[src/hw/fecsl_defs.vh]
// Constants for the flash correction status logger.
`ifndef FECSL_DEFS_VH
`define FECSL_DEFS_VH
`define FECSL_OP_CLEAR_CORR   8'h1b
`define FECSL_REG_STATUS      2'h0
`define FECSL_REG_TRAP        2'h1
`define FECSL_REG_COUNT       2'h2
`define FECSL_STATUS_DOUBLE   4
`define FECSL_STATUS_SINGLE   3
`define FECSL_STATUS_RESET    8'h00
`define FECSL_TRAP_RESET      32'h0000_0000
`define FECSL_COUNT_RESET     32'h0000_0000
`define FECSL_COUNT_MAX       32'hffff_ffff
`endif

[src/hw/fecsl_counter.v]
// Saturating correction event counter.
`timescale 1ns/1ps
`default_nettype none
`include "fecsl_defs.vh"
module fecsl_counter (
  input  wire        clk,
  input  wire        rst_b,
  input  wire        clear,
  input  wire        event_hit,
  output reg  [31:0] count
);
  always @(posedge clk or negedge rst_b)
  begin
    if (!rst_b)
      count <= `FECSL_COUNT_RESET;
    else if (clear)
      count <= `FECSL_COUNT_RESET;
    else if (event_hit && count != `FECSL_COUNT_MAX)
      count <= count + 32'h0000_0001;
  end
endmodule // fecsl_counter
`default_nettype wire

[src/hw/fecsl_logger.v]
// Correction status record, address trap and counter for the read path.
// Overview of operation
// - Each array read updates the record with the addressed unit's outcome.
// - The record accumulates every event since the last clear.
// - Host reads the record with the read-any-register command.
// - Record clears on power-on, hardware, software reset and clear command.
// - Bit 4 is a sticky double-bit flag, read only.
// - Bit 3 is a sticky single-bit flag, read only.
// - Bits 7:5 and 2:0 always read zero.
// - A double-bit event loads the error address trap.
// - Single-bit events load the trap only when selected.
// - Trap keeps only the first qualifying address until cleared.
// - Trap is four bytes and readable by the read-any-register command.
// - Trap clears on power-on, hardware reset and clear command only.
// - Counter increments on each correction, readable by host.
// - Counter counts single-bit and double-bit events alike.
// - Counter clears on clear command, power-on, hardware, software reset.
// - Clear command is instruction code 1Bh.
// - Trap holds the unit's byte address in bits 31:0, default zero.
`timescale 1ns/1ps
`default_nettype none
`include "fecsl_defs.vh"
module fecsl_logger (
  input  wire        clk,
  input  wire        rst_b,
  input  wire        soft_reset,
  input  wire        cmd_valid,
  input  wire [7:0]  cmd_opcode,
  input  wire        read_done,
  input  wire [31:0] read_addr,
  input  wire        single_bit_err,
  input  wire        double_bit_err,
  input  wire        error_trap_select,
  input  wire        read_any_register_cmd,
  input  wire [1:0]  reg_index,
  output reg  [31:0] reg_rdata,
  output reg         reg_rvalid,
  output wire [7:0]  ecc_event_status,
  output wire [31:0] error_address_trap,
  output wire [31:0] correction_event_counter
);
  reg         double_bit_flag;
  reg         single_bit_flag;
  reg  [31:0] trap_addr;
  reg         trap_full;
  wire        clear_correction_cmd;
  wire        clr_record;
  wire        dbl_hit;
  wire        sgl_hit;
  wire        trap_hit;
  reg  [31:0] next_rdata;

  assign clear_correction_cmd = cmd_valid &&
                                (cmd_opcode == `FECSL_OP_CLEAR_CORR);
  assign clr_record = clear_correction_cmd || soft_reset;
  assign dbl_hit = read_done && double_bit_err;
  assign sgl_hit = read_done && single_bit_err;
  assign trap_hit = dbl_hit || (sgl_hit && error_trap_select);

  // sticky flags; a clear wins only when no event arrives.
  always @(posedge clk or negedge rst_b)
  begin
    if (!rst_b)
    begin
      double_bit_flag <= 1'b0;
      single_bit_flag <= 1'b0;
    end
    else
    begin
      double_bit_flag <= dbl_hit | (double_bit_flag & ~clr_record);
      single_bit_flag <= sgl_hit | (single_bit_flag & ~clr_record);
    end
  end

  assign ecc_event_status = {3'h0, double_bit_flag, single_bit_flag,
                             3'h0};

  // first address trap; software reset leaves it alone.
  always @(posedge clk or negedge rst_b)
  begin
    if (!rst_b)
    begin
      trap_addr <= `FECSL_TRAP_RESET;
      trap_full <= 1'b0;
    end
    else if (trap_hit && (!trap_full || clear_correction_cmd))
    begin
      trap_addr <= read_addr;
      trap_full <= 1'b1;
    end
    else if (clear_correction_cmd)
    begin
      trap_addr <= `FECSL_TRAP_RESET;
      trap_full <= 1'b0;
    end
  end
  assign error_address_trap = trap_addr;

  // counter; an event in the clearing cycle is dropped.
  fecsl_counter u_counter (
    .clk       (clk),
    .rst_b     (rst_b),
    .clear     (clr_record),
    .event_hit (dbl_hit || sgl_hit),
    .count     (correction_event_counter)
  );

  always @*
  begin
    case (reg_index)
      `FECSL_REG_STATUS: next_rdata = {24'h000000, ecc_event_status};
      `FECSL_REG_TRAP:   next_rdata = trap_addr;
      `FECSL_REG_COUNT:  next_rdata = correction_event_counter;
      default:           next_rdata = 32'h0000_0000;
    endcase
  end

  always @(posedge clk or negedge rst_b)
  begin
    if (!rst_b)
    begin
      reg_rdata  <= 32'h0000_0000;
      reg_rvalid <= 1'b0;
    end
    else
    begin
      reg_rvalid <= read_any_register_cmd;
      if (read_any_register_cmd)
        reg_rdata <= next_rdata;
    end
  end
endmodule // fecsl_logger
`default_nettype wire

[config.mk]
export PLATFORM = sky130hd
export DESIGN_NAME = fecsl_logger
export DESIGN_NICKNAME = d
export VERILOG_FILES = /design/src/hw/fecsl_counter.v /design/src/hw/fecsl_logger.v
export VERILOG_INCLUDE_DIRS = /design/src /design/src/hw
export SDC_FILE = /design/constraint.sdc
export NUM_CORES = 1
export LEC_CHECK = 0
export ABC_CLOCK_PERIOD_IN_PS = 4530
export BUFFER_PORTS_ARGS = -buffer_cell sky130_fd_sc_hd__buf_2
export CAP_MARGIN = 10
export CORE_AREA = 5 5 100 102
export DETAILED_ROUTE_END_ITERATION = 8
export DIE_AREA = 0 0 105 107
export GPL_ROUTABILITY_DRIVEN = 0
export PLACE_DENSITY = 0.87
export SYNTH_ARGS = -nofsm -noshare
export SYNTH_HDL_FRONTEND = slang
export SYNTH_SLANG_ARGS = --single-unit
[constraint.sdc]
create_clock -name clk -period 4.53 [get_ports clk]
set_clock_uncertainty 0.2 [all_clocks]
set_input_delay 0.2265 -clock clk [delete_from_list [all_inputs] [get_ports clk]]
set_output_delay 0.2265 -clock clk [all_outputs]
set_load 0.02 [all_outputs]
==> results of run 1 <==
worst min path at each step:
stage | from | slack (ns) | cells after the start | end
after floorplan | rst_b | -0.27 | 0 | double_bit_flag
after global placement | rst_b | 0.11 | 1 | reg_rdata[22]
after detailed placement | rst_b | 0.13 | 1 | reg_rdata[26]
after CTS | read_done | 0.02 | 3 | trap_full
after global routing | read_done | 0.06 | 3 | trap_full
final | read_done | 0.03 | 3 | trap_full
layout make-up:
class / count / area, um2 / share of cell area [%]
inverter: 1 / 3.75 / 0.0610
clock buffer: 11 / 151 / 2.46
antenna: 1 / 2.50 / 0.0407
multi-input combinational: 371 / 2120 / 34.4
clock inverter: 4 / 72.6 / 1.18
timing repair buffer: 192 / 1160 / 18.9
sequential: 100 / 2500 / 40.7
tap: 111 / 139 / 2.26
logic make-up after synthesis:
kind of cell,after synthesis,share of synthesized area (%)
muxes,3,0.626
buffers and inverters,44,4.51
xor gates and xnor gates,15,2.74
other,1,0.0782
adders and majority gates,1,0.261
and+or+nand+nor,202,20.8
DFF,100,52.2
AOI/OAI and AO/OA,144,18.8
registers in the layout, summed over array words and instances (netlist names):
register	cells
error_address_trap	32
reg_rdata	32
u_counter.count	32
double_bit_flag	1
reg_rvalid	1
single_bit_flag	1
trap_full	1
power by group:
part	internal (uW)	leakage, uW	switching (uW)	total (uW)
Sequential	981	0.00129	70.0	1050
Combinational	150	0.00141	265	415
Clock	338	0.000111	305	642
Total	1470	0.00281	639	2110
routing by layer:
| metal | routed length [um] | track usage, % |
|---|---|---|
| met1 | 5620 | 31.2 |
| met5 | 0 | 0 |
| met2 | 6870 | 40.0 |
| met3 | 1130 | 4.94 |
| met4 | 347 | 9.86 |
worst reg2reg max path, cell delays in order, from the launching register on:
cell and delay (ns):
sky130_fd_sc_hd__dfrtp_1 0.49, sky130_fd_sc_hd__nand4_2 0.18, sky130_fd_sc_hd__or4_1 0.78, sky130_fd_sc_hd__o31ai_4 0.55, sky130_fd_sc_hd__or4_1 0.22, sky130_fd_sc_hd__a21oi_2 0.06
through the flow:
step	utilization, %	instance area, um2	power, uW
after floorplan	-	4810	1290
after global placement	61.6	5560	1440
after detailed placement	61.6	5560	1460
after CTS	68.2	6150	2110
after global routing	68.2	6150	2200
final	68.2	6150	2110
synthesized netlist by cell type, types with 4 or more instances:
cell type / number / area [um2]
sky130_fd_sc_hd__dfrtp_1: 100 / 2500
sky130_fd_sc_hd__nand2_1: 82 / 308
sky130_fd_sc_hd__nor2_1: 51 / 191
sky130_fd_sc_hd__a21oi_1: 44 / 220
sky130_fd_sc_hd__o21ai_0: 39 / 195
sky130_fd_sc_hd__a22oi_1: 30 / 225
sky130_fd_sc_hd__clkbuf_1: 28 / 105
sky130_fd_sc_hd__nand4_1: 15 / 93.8
sky130_fd_sc_hd__xnor2_1: 12 / 105
sky130_fd_sc_hd__or4_1: 10 / 75.1
sky130_fd_sc_hd__buf_4: 9 / 67.6
sky130_fd_sc_hd__nand3_1: 9 / 45.0
sky130_fd_sc_hd__o31ai_1: 8 / 60.1
sky130_fd_sc_hd__nor4_2: 5 / 62.6
sky130_fd_sc_hd__or3_1: 5 / 31.3
sky130_fd_sc_hd__a21oi_2: 4 / 35.0
sky130_fd_sc_hd__nor4_1: 4 / 25.0
repair_timing:
| item | in CTS | in global routing |
|---|---|---|
| hold buffers | 37 | 0 |
| hold endpoints to repair | 89 | 0 |
| setup buffers | 0 | 0 |
==> run summary, run 1 <==
### Synthesis
* **summed instance area of the synthesized netlist** 0.00480 mm2
* **number of enable flip-flop cells after synthesis** 0
* **register area share after synthesis** 52.2%
* **Top FF cell, synth** sky130_fd_sc_hd__dfrtp_1
* **mean instance size in the synthesized netlist** 9.40 um2
* **Yosys cell types** 53
* **cells after synthesis** 510
* **Post-synth ARST share** 100%
* **number of synthesized register bits** 100
* **total of warnings raised by yosys** 0

### Global routing
* **wire length of the first global-routing pass** 22500 um
* **GR Util All Layers** 24.2%
* **vias in the first global route** 4546
* **antenna violations before repair** 0
* **overflow left after global routing** 0
* **pin count of the biggest net entering global routing** 66

### Critical path
* **Setup crit end kind** register
* **Most common cell on crit path** sky130_fd_sc_hd__or4_1
* **Crit path required time** 4.53 ns
* **Stages on worst setup path** 5
* **data arrival time of the critical path** 2.63 ns
* **Max stage delay cell, worst path** sky130_fd_sc_hd__or4_1
* **maximum single-stage delay on the critical path** 0.78 ns
* **critical path start-end classification** reg -> reg
* **launch point of the critical path** u_counter.count[11]
* **Reg2Reg Depth** 5
* **critical path cell sequence** nand4_2 -> or4_1 -> o31ai_4 -> or4_1 -> a21oi_2
* **Reg-to-Reg Start** u_counter.count[11]
* **Worst R2R Setup Slack** 1.90 ns
* **element type at the critical path start** register
* **capture point of the critical path** u_counter.count[7]
* **endpoint of the lowest-slack register-to-register path** u_counter.count[7]
* **number of buffers and inverters on the critical path** 0
* **cell family with most CP delay** simple AND/OR/NAND/NOR gates
* **largest fanout of any net on the critical path** 13

### Final layout
* **Layout Cells excl Fill** 791
* **final net count** 727
* **share of cells above drive strength 1** 28.0%
* **most frequent cells in the layout** 148 x sky130_fd_sc_hd__buf_2, 100 x sky130_fd_sc_hd__dfrtp_1, 82 x sky130_fd_sc_hd__nand2_1, 51 x sky130_fd_sc_hd__nor2_1, 43 x sky130_fd_sc_hd__a21oi_1
* **Fillers** 679
* **Area growth, synth to finish** 28.3%
* **commonest non-fill, non-tap cell in the layout** sky130_fd_sc_hd__buf_2

### Power
* **power density normalized to cell area** 343 mW/mm2
* **Peak supply drop** 0.000173 V
* **leakage** 0.00281 uW

### Clocking
* **Clock Pin Slew Worst Setup and Hold Paths** 0.09 ns
* **clock latency reported for the late side of the worst-skew pair** 0.36 ns
* **buffer type at the clock tree root** sky130_fd_sc_hd__clkbuf_8
* **Longest Clk Path Bufs** 2
* **TritonCTS clock tree** yes
* **post-cts sizing count** 0
* **CTS sink cnt** 100
* **TritonCTS buffer count** 9
* **number of H-tree levels** 3

### Die
* **starting density of the core** 53.2%
* **site row count** 35
* **Chip Height** 107 um
* **Ports** 156
* **Core Footprint** 0.00902 mm2
* **total die area** 0.0112 mm2
* **Die W** 105 um

### STA
* **worst path setup slack after routing** 1.90 ns
* **setup TNS** 0 ns
* **Max Clock Freq** 0.380 GHz
* **final hold slack** 0.0319 ns
* **unrepaired setup endpoints after global routing** no
* **Hold Violations, Final** 0
* **final setup violation count** 0
* **Max-slew headroom** 22.1%
* **post-route clock period utilization** 58.0%
* **final critical delay including setup and external delays** 2.63 ns
* **slew at the pin with the worst max-slew slack** 1.17 ns
* **number of max-slew violations in the final report** 0

### Drt
* **Iteration-0 DRC Markers** 300
* **vias per std cell** 5.88
* **DRC violation count after routing** 0
* **Vias** 4650
* **overall routed net length** 14000 um
* **Routed wire per std cell** 17.6 um
* **1st-pass router iterations** 5
* **Routed Antenna Nets** 0

### Flow run
* **max-cap check violation count** 0

### Placed design
* **dpl hpwl** 9150 um
* **PortBufs** 149
* **pre-CTS setup slack** 1.81 ns
* **placed insts** 738

### Outcome
* **status** complete, no violations

### Hold path
* **type of the tightest min-delay check** in -> reg

(Power assumes the default switching activity.)
==> inputs of run 2 (changes only) <==
Settings changed: ABC_AREA set to 1, ABC_CLOCK_PERIOD_IN_PS 4530 to 2600, CORE_AREA 5 5 100 102 to 5 5 107 109, DIE_AREA 0 0 105 107 to 0 0 112 114, PLACE_DENSITY 0.87 to 0.82.
Clock period 4.53 ns to 2.6 ns, I/O delays scaled along.
==> run 2 against run 1 <==
  * Sequential share of layout area is 4.3 points lower
  * Combinational power increased to 3.4 times the previous value
  * Cell area rose by 12%
  * Global-route usage up 2.2 points
  * Critical endpoint is now u_counter.count[0]
  * Largest cell class unchanged
  * Largest power group unchanged
==> run summary, run 2 <==
### Power
* **Peak supply drop** 0.000511 V
* **power density normalized to cell area** 669 mW/mm2
* **total power of the final layout** 4600 uW
* **leakage** 0.00358 uW

### Global routing
* **pin count of the biggest net entering global routing** 57
* **GR Util All Layers** 26.4%
* **antenna violations before repair** 0
* **overflow left after global routing** 0
* **vias in the first global route** 5465
* **wire length of the first global-routing pass** 27100 um

### Synthesis
* **number of synthesized register bits** 100
* **share of Yosys cell area claimed by the top area cell type** 47.4%
* **multiplexer area fraction after synthesis** 0.427%
* **Synth Area in Compound Gates** 4.70%
* **top cells by count, synth** 294 x sky130_fd_sc_hd__nand2_1, 100 x sky130_fd_sc_hd__dfrtp_1, 91 x sky130_fd_sc_hd__nor2_1
* **adder-cell area share of the yosys netlist** 0.237%
* **register area share after synthesis** 47.4%
* **Post-synth ARST share** 100%
* **Yosys cell types** 27
* **cell taking the most area after synthesis** sky130_fd_sc_hd__dfrtp_1
* **most used standard cell by instance count after synthesis** sky130_fd_sc_hd__nand2_1
* **post-synthesis share of cell area spent on xor and xnor gates** 1.16%
* **Top FF cell, synth** sky130_fd_sc_hd__dfrtp_1
* **number of enable flip-flop cells after synthesis** 0
* **combinational family with the most area after synthesis** simple AND/OR/NAND/NOR gates
* **synthesized-area fraction occupied by and/or/nand/nor cells** 39.3%
* **mean instance size in the synthesized netlist** 7.38 um2
* **cells after synthesis** 715
* **summed instance area of the synthesized netlist** 0.00527 mm2
* **leading cell types by total area after synthesis** sky130_fd_sc_hd__dfrtp_1 47%, sky130_fd_sc_hd__nand2_1 21%, sky130_fd_sc_hd__nand3_1 7.5%
* **total of warnings raised by yosys** 0

### Die
* **Chip Height** 114 um
* **site row count** 38
* **starting density of the core** 50.2%
* **Core Footprint** 0.0105 mm2
* **Ports** 156
* **total die area** 0.0128 mm2
* **Die W** 112 um

### Clocking
* **Longest Clk Path Bufs** 2
* **Setup Buffers After CTS** 0
* **CTS sink cnt** 100
* **TritonCTS buffer count** 9
* **TritonCTS clock tree** yes
* **clock latency reported for the late side of the worst-skew pair** 0.39 ns
* **buffer type at the clock tree root** sky130_fd_sc_hd__clkbuf_8
* **number of H-tree levels** 3
* **Clock Pin Slew Worst Setup and Hold Paths** 0.11 ns

### Placed design
* **placed insts** 997
* **dpl hpwl** 11600 um
* **PortBufs** 149

### Drt
* **DRC violation count after routing** 0
* **vias per std cell** 5.31
* **Vias** 5624
* **1st-pass router iterations** 6
* **overall routed net length** 16700 um
* **Routed Antenna Nets** 0
* **Routed wire per std cell** 15.7 um
* **Iteration-0 DRC Markers** 344

### STA
* **slew at the pin with the worst max-slew slack** 0.894 ns
* **final critical delay including setup and external delays** 2.43 ns
* **Max-slew headroom** 40.3%
* **number of max-slew violations in the final report** 0
* **Max Clock Freq** 0.411 GHz
* **unrepaired setup endpoints after global routing** no
* **final setup violation count** 0
* **setup TNS** 0 ns
* **post-route clock period utilization** 93.5%
* **Hold Violations, Final** 0
* **final hold slack** 0.0131 ns

### Critical path
* **maximum single-stage delay on the critical path** 0.69 ns
* **Max stage delay cell, worst path** sky130_fd_sc_hd__nor2_2
* **Most common cell on crit path** sky130_fd_sc_hd__nand2_1
* **critical path cell sequence** ha_1 -> nand2_1 -> nor2_4 -> nand2_2 -> nor2_4 -> nand2_4 -> nand2_8 -> nor2_2 -> nand2_1 -> nand2_1
* **Setup crit end kind** register
* **Crit path required time** 2.72 ns
* **critical path start-end classification** reg -> reg
* **largest fanout of any net on the critical path** 20
* **element type at the critical path start** register
* **data arrival time of the critical path** 2.55 ns

### Final layout
* **share of cells above drive strength 1** 22.7%
* **Layout Cells excl Fill** 1060
* **Layout Utilization** 65.5%
* **commonest non-fill, non-tap cell in the layout** sky130_fd_sc_hd__nand2_1
* **Fillers** 877
* **count of antenna diodes in the layout** 0
* **most frequent cells in the layout** 294 x sky130_fd_sc_hd__nand2_1, 148 x sky130_fd_sc_hd__buf_2, 100 x sky130_fd_sc_hd__dfrtp_1, 89 x sky130_fd_sc_hd__nor2_1, 79 x sky130_fd_sc_hd__nand3_1
* **final net count** 967
* **Area growth, synth to finish** 30.5%

### Flow run
* **max-cap check violation count** 0

### Hold path
* **type of the tightest min-delay check** in -> reg

### Outcome
* **status** complete, no violations

run 2: timing repair:
action / 4_1_cts / 5_1_grt
hold buffers: 47 / 0
resized for setup: 0 / 0
hold endpoints to repair: 87 / 0
run 2: cell type report:
| class | instances | area [um2] | area share, % |
|---|---|---|---|
| clock buffers | 9 | 124 | 1.80 |
| clock inverters | 7 | 77.6 | 1.13 |
| inverters | 33 | 124 | 1.80 |
| multi-input cells | 548 | 2440 | 35.5 |
| flip-flops and latches | 100 | 2500 | 36.4 |
| well taps | 140 | 175 | 2.55 |
| repair buffers | 223 | 1430 | 20.8 |
run 2: cell families after synthesis:
kind of cell,count (synthesis)
muxes,2
other,1
and+or+nand+nor,492
xor gates and xnor gates,7
buffers and inverters,72
DFF,100
adders and majority gates,1
AOI/OAI and AO/OA,40
run 2: stage by stage:
stage / worst slack (ns) / cell area, um2
floorplan: 0.632 / 5290
global placement: 0.335 / 6210
detailed placement: 0.260 / 6210
CTS: 0.233 / 6880
global route: 0.0134 / 6880
finish: 0.170 / 6880
run 2: power breakdown:
group	internal [uW]	total [uW]	switching, uW
logic	525	1420	897
clock network	384	1030	642
registers	1880	2150	275
total	2790	4600	1810
run 2: worst max-delay path: cells and delay by family, from the launching register on:
family / cells / cell delay [ns]
flip-flops: 1 / 0.45
AND/OR/NAND/NOR: 9 / 1.46
adder cells (fa/ha/maj): 1 / 0.26
run 2: routing by layer:
metal / up-vias / track usage (%) / routed length [um]
met3: 31 / 7.21 / 1490
met5: - / 0 / 0
met1: 2678 / 33.0 / 6560
li1: 2660 / - / -
met4: 0 / 7.69 / 364
met2: 255 / 45.3 / 8250
run 2: final timing paths:
check                                    from            endpoint  slack, ns  cells past startpoint
setup / recovery           u_counter.count[0]  u_counter.count[0]       0.17                     10
hold / removal                     soft_reset  u_counter.count[4]       0.01                      6
setup reg to reg           u_counter.count[0]  u_counter.count[0]       0.17                     10
hold reg to reg               double_bit_flag     double_bit_flag       0.31                      2
max in group asynchronous               rst_b  u_counter.count[5]       1.40                      3
min in group asynchronous               rst_b          reg_rvalid       0.07                      2
==> inputs of run 3 (changes only) <==
Settings changed: CORE_AREA 5 5 107 109 to 5 5 105 107, CTS_BUF_LIST set to sky130_fd_sc_hd__clkbuf_4 sky130_fd_sc_hd__clkbuf_8, DIE_AREA 0 0 112 114 to 0 0 110 112, PLACE_DENSITY 0.82 to 0.85.
==> run 3 against run 2 <==
  * Combinational power hardly changed
  * Hold slack worse by 0.0012 ns
  * First-iteration DRC count is 22% higher
  * Count of clock-buffer cells in the layout is 1 higher
  * Core utilization is 2.0 points higher
  * Register-to-register slack better by 0.31 ns
  * Non-clock buffer count is 14 lower
  * Cell area is 1.5% lower
  * Power is 0.13% higher
  * Sequential power hardly changed
==> run summary, run 3 (synthesis gave the netlist of run 2 again) <==
### Hold path
* **Hold Crit Start** read_any_register_cmd
* **type of the tightest min-delay check** in -> reg
* **hold depth** 1
* **hold worst-path end** reg_rvalid

### STA
* **setup TNS** 0 ns
* **post-route clock period utilization** 92.2%
* **unrepaired setup endpoints after global routing** no
* **number of max-slew violations in the final report** 0
* **final setup violation count** 0
* **Max Clock Freq** 0.417 GHz
* **Max-slew headroom** 56.1%
* **slew at the pin with the worst max-slew slack** 0.659 ns
* **final critical delay including setup and external delays** 2.40 ns
* **Hold Violations, Final** 0
* **worst path setup slack after routing** 0.202 ns

### Clocking
* **clock latency reported for the late side of the worst-skew pair** 0.38 ns
* **CTS sink cnt** 100
* **Longest Clk Path Bufs** 2
* **TritonCTS clock tree** yes
* **TritonCTS buffer count** 9
* **number of H-tree levels** 3
* **Clock Pin Slew Worst Setup and Hold Paths** 0.10 ns
* **buffer type at the clock tree root** sky130_fd_sc_hd__clkbuf_8

### Outcome
* **status** complete, no violations

### Flow run
* **max-cap check violation count** 0

### Critical path
* **endpoint of the lowest-slack register-to-register path** u_counter.count[18]
* **Crit path required time** 2.71 ns
* **maximum single-stage delay on the critical path** 0.60 ns
* **Max stage delay cell, worst path** sky130_fd_sc_hd__dlygate4sd3_1
* **Reg-to-Reg Start** u_counter.count[0]
* **critical path start-end classification** in -> reg
* **number of buffers and inverters on the critical path** 5
* **largest fanout of any net on the critical path** 8
* **Reg2Reg Depth** 10
* **Setup crit end kind** register
* **data arrival time of the critical path** 2.51 ns
* **Worst R2R Setup Slack** 0.48 ns
* **critical path cell sequence** dlygate4sd3_1 -> buf_2 -> inv_1 -> nor2_2 -> dlygate4sd3_1 -> nand2_1 -> a31oi_1 -> dlygate4sd3_1
* **cell family with most CP delay** buffers and inverters
* **Most common cell on crit path** sky130_fd_sc_hd__dlygate4sd3_1
* **element type at the critical path start** primary input

### Power
* **total power of the final layout** 4610 uW
* **Peak supply drop** 0.000667 V
* **power density normalized to cell area** 680 mW/mm2
* **leakage** 0.00350 uW

### Final layout
* **count of antenna diodes in the layout** 0
* **Fillers** 847
* **most frequent cells in the layout** 294 x sky130_fd_sc_hd__nand2_1, 148 x sky130_fd_sc_hd__buf_2, 100 x sky130_fd_sc_hd__dfrtp_1, 89 x sky130_fd_sc_hd__nor2_1, 79 x sky130_fd_sc_hd__nand3_1
* **Area growth, synth to finish** 28.5%
* **final net count** 953
* **commonest non-fill, non-tap cell in the layout** sky130_fd_sc_hd__nand2_1
* **share of cells above drive strength 1** 21.5%
* **Layout Utilization** 67.4%

### Global routing
* **wire length of the first global-routing pass** 25600 um
* **antenna violations before repair** 0
* **GR Util All Layers** 26.3%
* **pin count of the biggest net entering global routing** 101
* **overflow left after global routing** 0
* **vias in the first global route** 5247

### Die
* **Chip Height** 112 um
* **starting density of the core** 52.5%
* **total die area** 0.0123 mm2
* **Die W** 110 um
* **site row count** 37
* **Ports** 156
* **Core Footprint** 0.0100 mm2

### Placed design
* **PortBufs** 149
* **dpl hpwl** 10900 um
* **pre-CTS setup slack** 0.237 ns

### Drt
* **DRC violation count after routing** 0
* **overall routed net length** 15900 um
* **Routed Antenna Nets** 0
* **Iteration-0 DRC Markers** 421
* **1st-pass router iterations** 6
* **vias per std cell** 5.25
* **Routed wire per std cell** 15.3 um
* **Vias** 5471

## run 3: cell type report
cell class	count	area [um2]	share of cell area, %
repair buffers	209	1330	19.7
inverters	33	124	1.83
well taps	136	170	2.51
flip-flops and latches	100	2500	36.9
multi-input cells	548	2450	36.1
clock buffers	10	138	2.03
clock inverters	6	60.1	0.886
## run 3: stage by stage
step / cells / hold WS [ns] / cell area [um2]
6_report: 1042 / 0.0119 / 6780
5_1_grt: 1042 / 0.0578 / 6780
4_1_cts: 1042 / 0.0137 / 6770
3_5_place_dp: 979 / 0.0381 / 6100
3_3_place_gp: 979 / 0.0314 / 6100
2_1_floorplan: 720 / -0.366 / 5290
## run 3: what timing repair did
action | in CTS | in global routing
setup endpoints to repair | 0 | 4
buffers inserted | 0 | 0
hold buffers | 47 | 0
hold endpoints to repair | 143 | 0
gates resized for setup | 0 | 2
## run 3: where the power goes
part           leakage [uW]  internal, uW  switching [uW]
Sequential          0.00129          1880             268
Clock              0.000104           406             629
Combinational       0.00211           518             907
## run 3: layer usage
metal	track usage, %	vias up	part of all wire (%)
li1	-	2634	-
met1	32.9	2555	40
met2	45.2	251	50
met3	5.45	31	8.3
met4	7.81	0	2.0
met5	0	-	0
## run 3: worst max path at each step
stage,from,to,slack (ns),depth (start not counted)
6_report,reg_index[1],reg_rdata[6],0.20,8
5_1_grt,cmd_opcode[6],error_address_trap[7],0.07,11
4_1_cts,u_counter.count[0],u_counter.count[18],0.20,10
3_5_place_dp,u_counter.count[0],u_counter.count[18],0.24,10
3_3_place_gp,u_counter.count[0],u_counter.count[0],0.28,10
2_1_floorplan,u_counter.count[1],u_counter.count[21],0.63,11
## run 3: worst reg2reg max path, stage by stage, from the launching register on
cell and delay (ns):
sky130_fd_sc_hd__dfrtp_1 0.44, sky130_fd_sc_hd__ha_1 0.24, sky130_fd_sc_hd__nand2_1 0.15, sky130_fd_sc_hd__nor2_4 0.06, sky130_fd_sc_hd__nand2_2 0.11, sky130_fd_sc_hd__nor2_4 0.06
sky130_fd_sc_hd__nand2_4 0.08, sky130_fd_sc_hd__nand2_8 0.10, sky130_fd_sc_hd__nor2_4 0.43, sky130_fd_sc_hd__nand2_1 0.11, sky130_fd_sc_hd__nand2_1 0.09
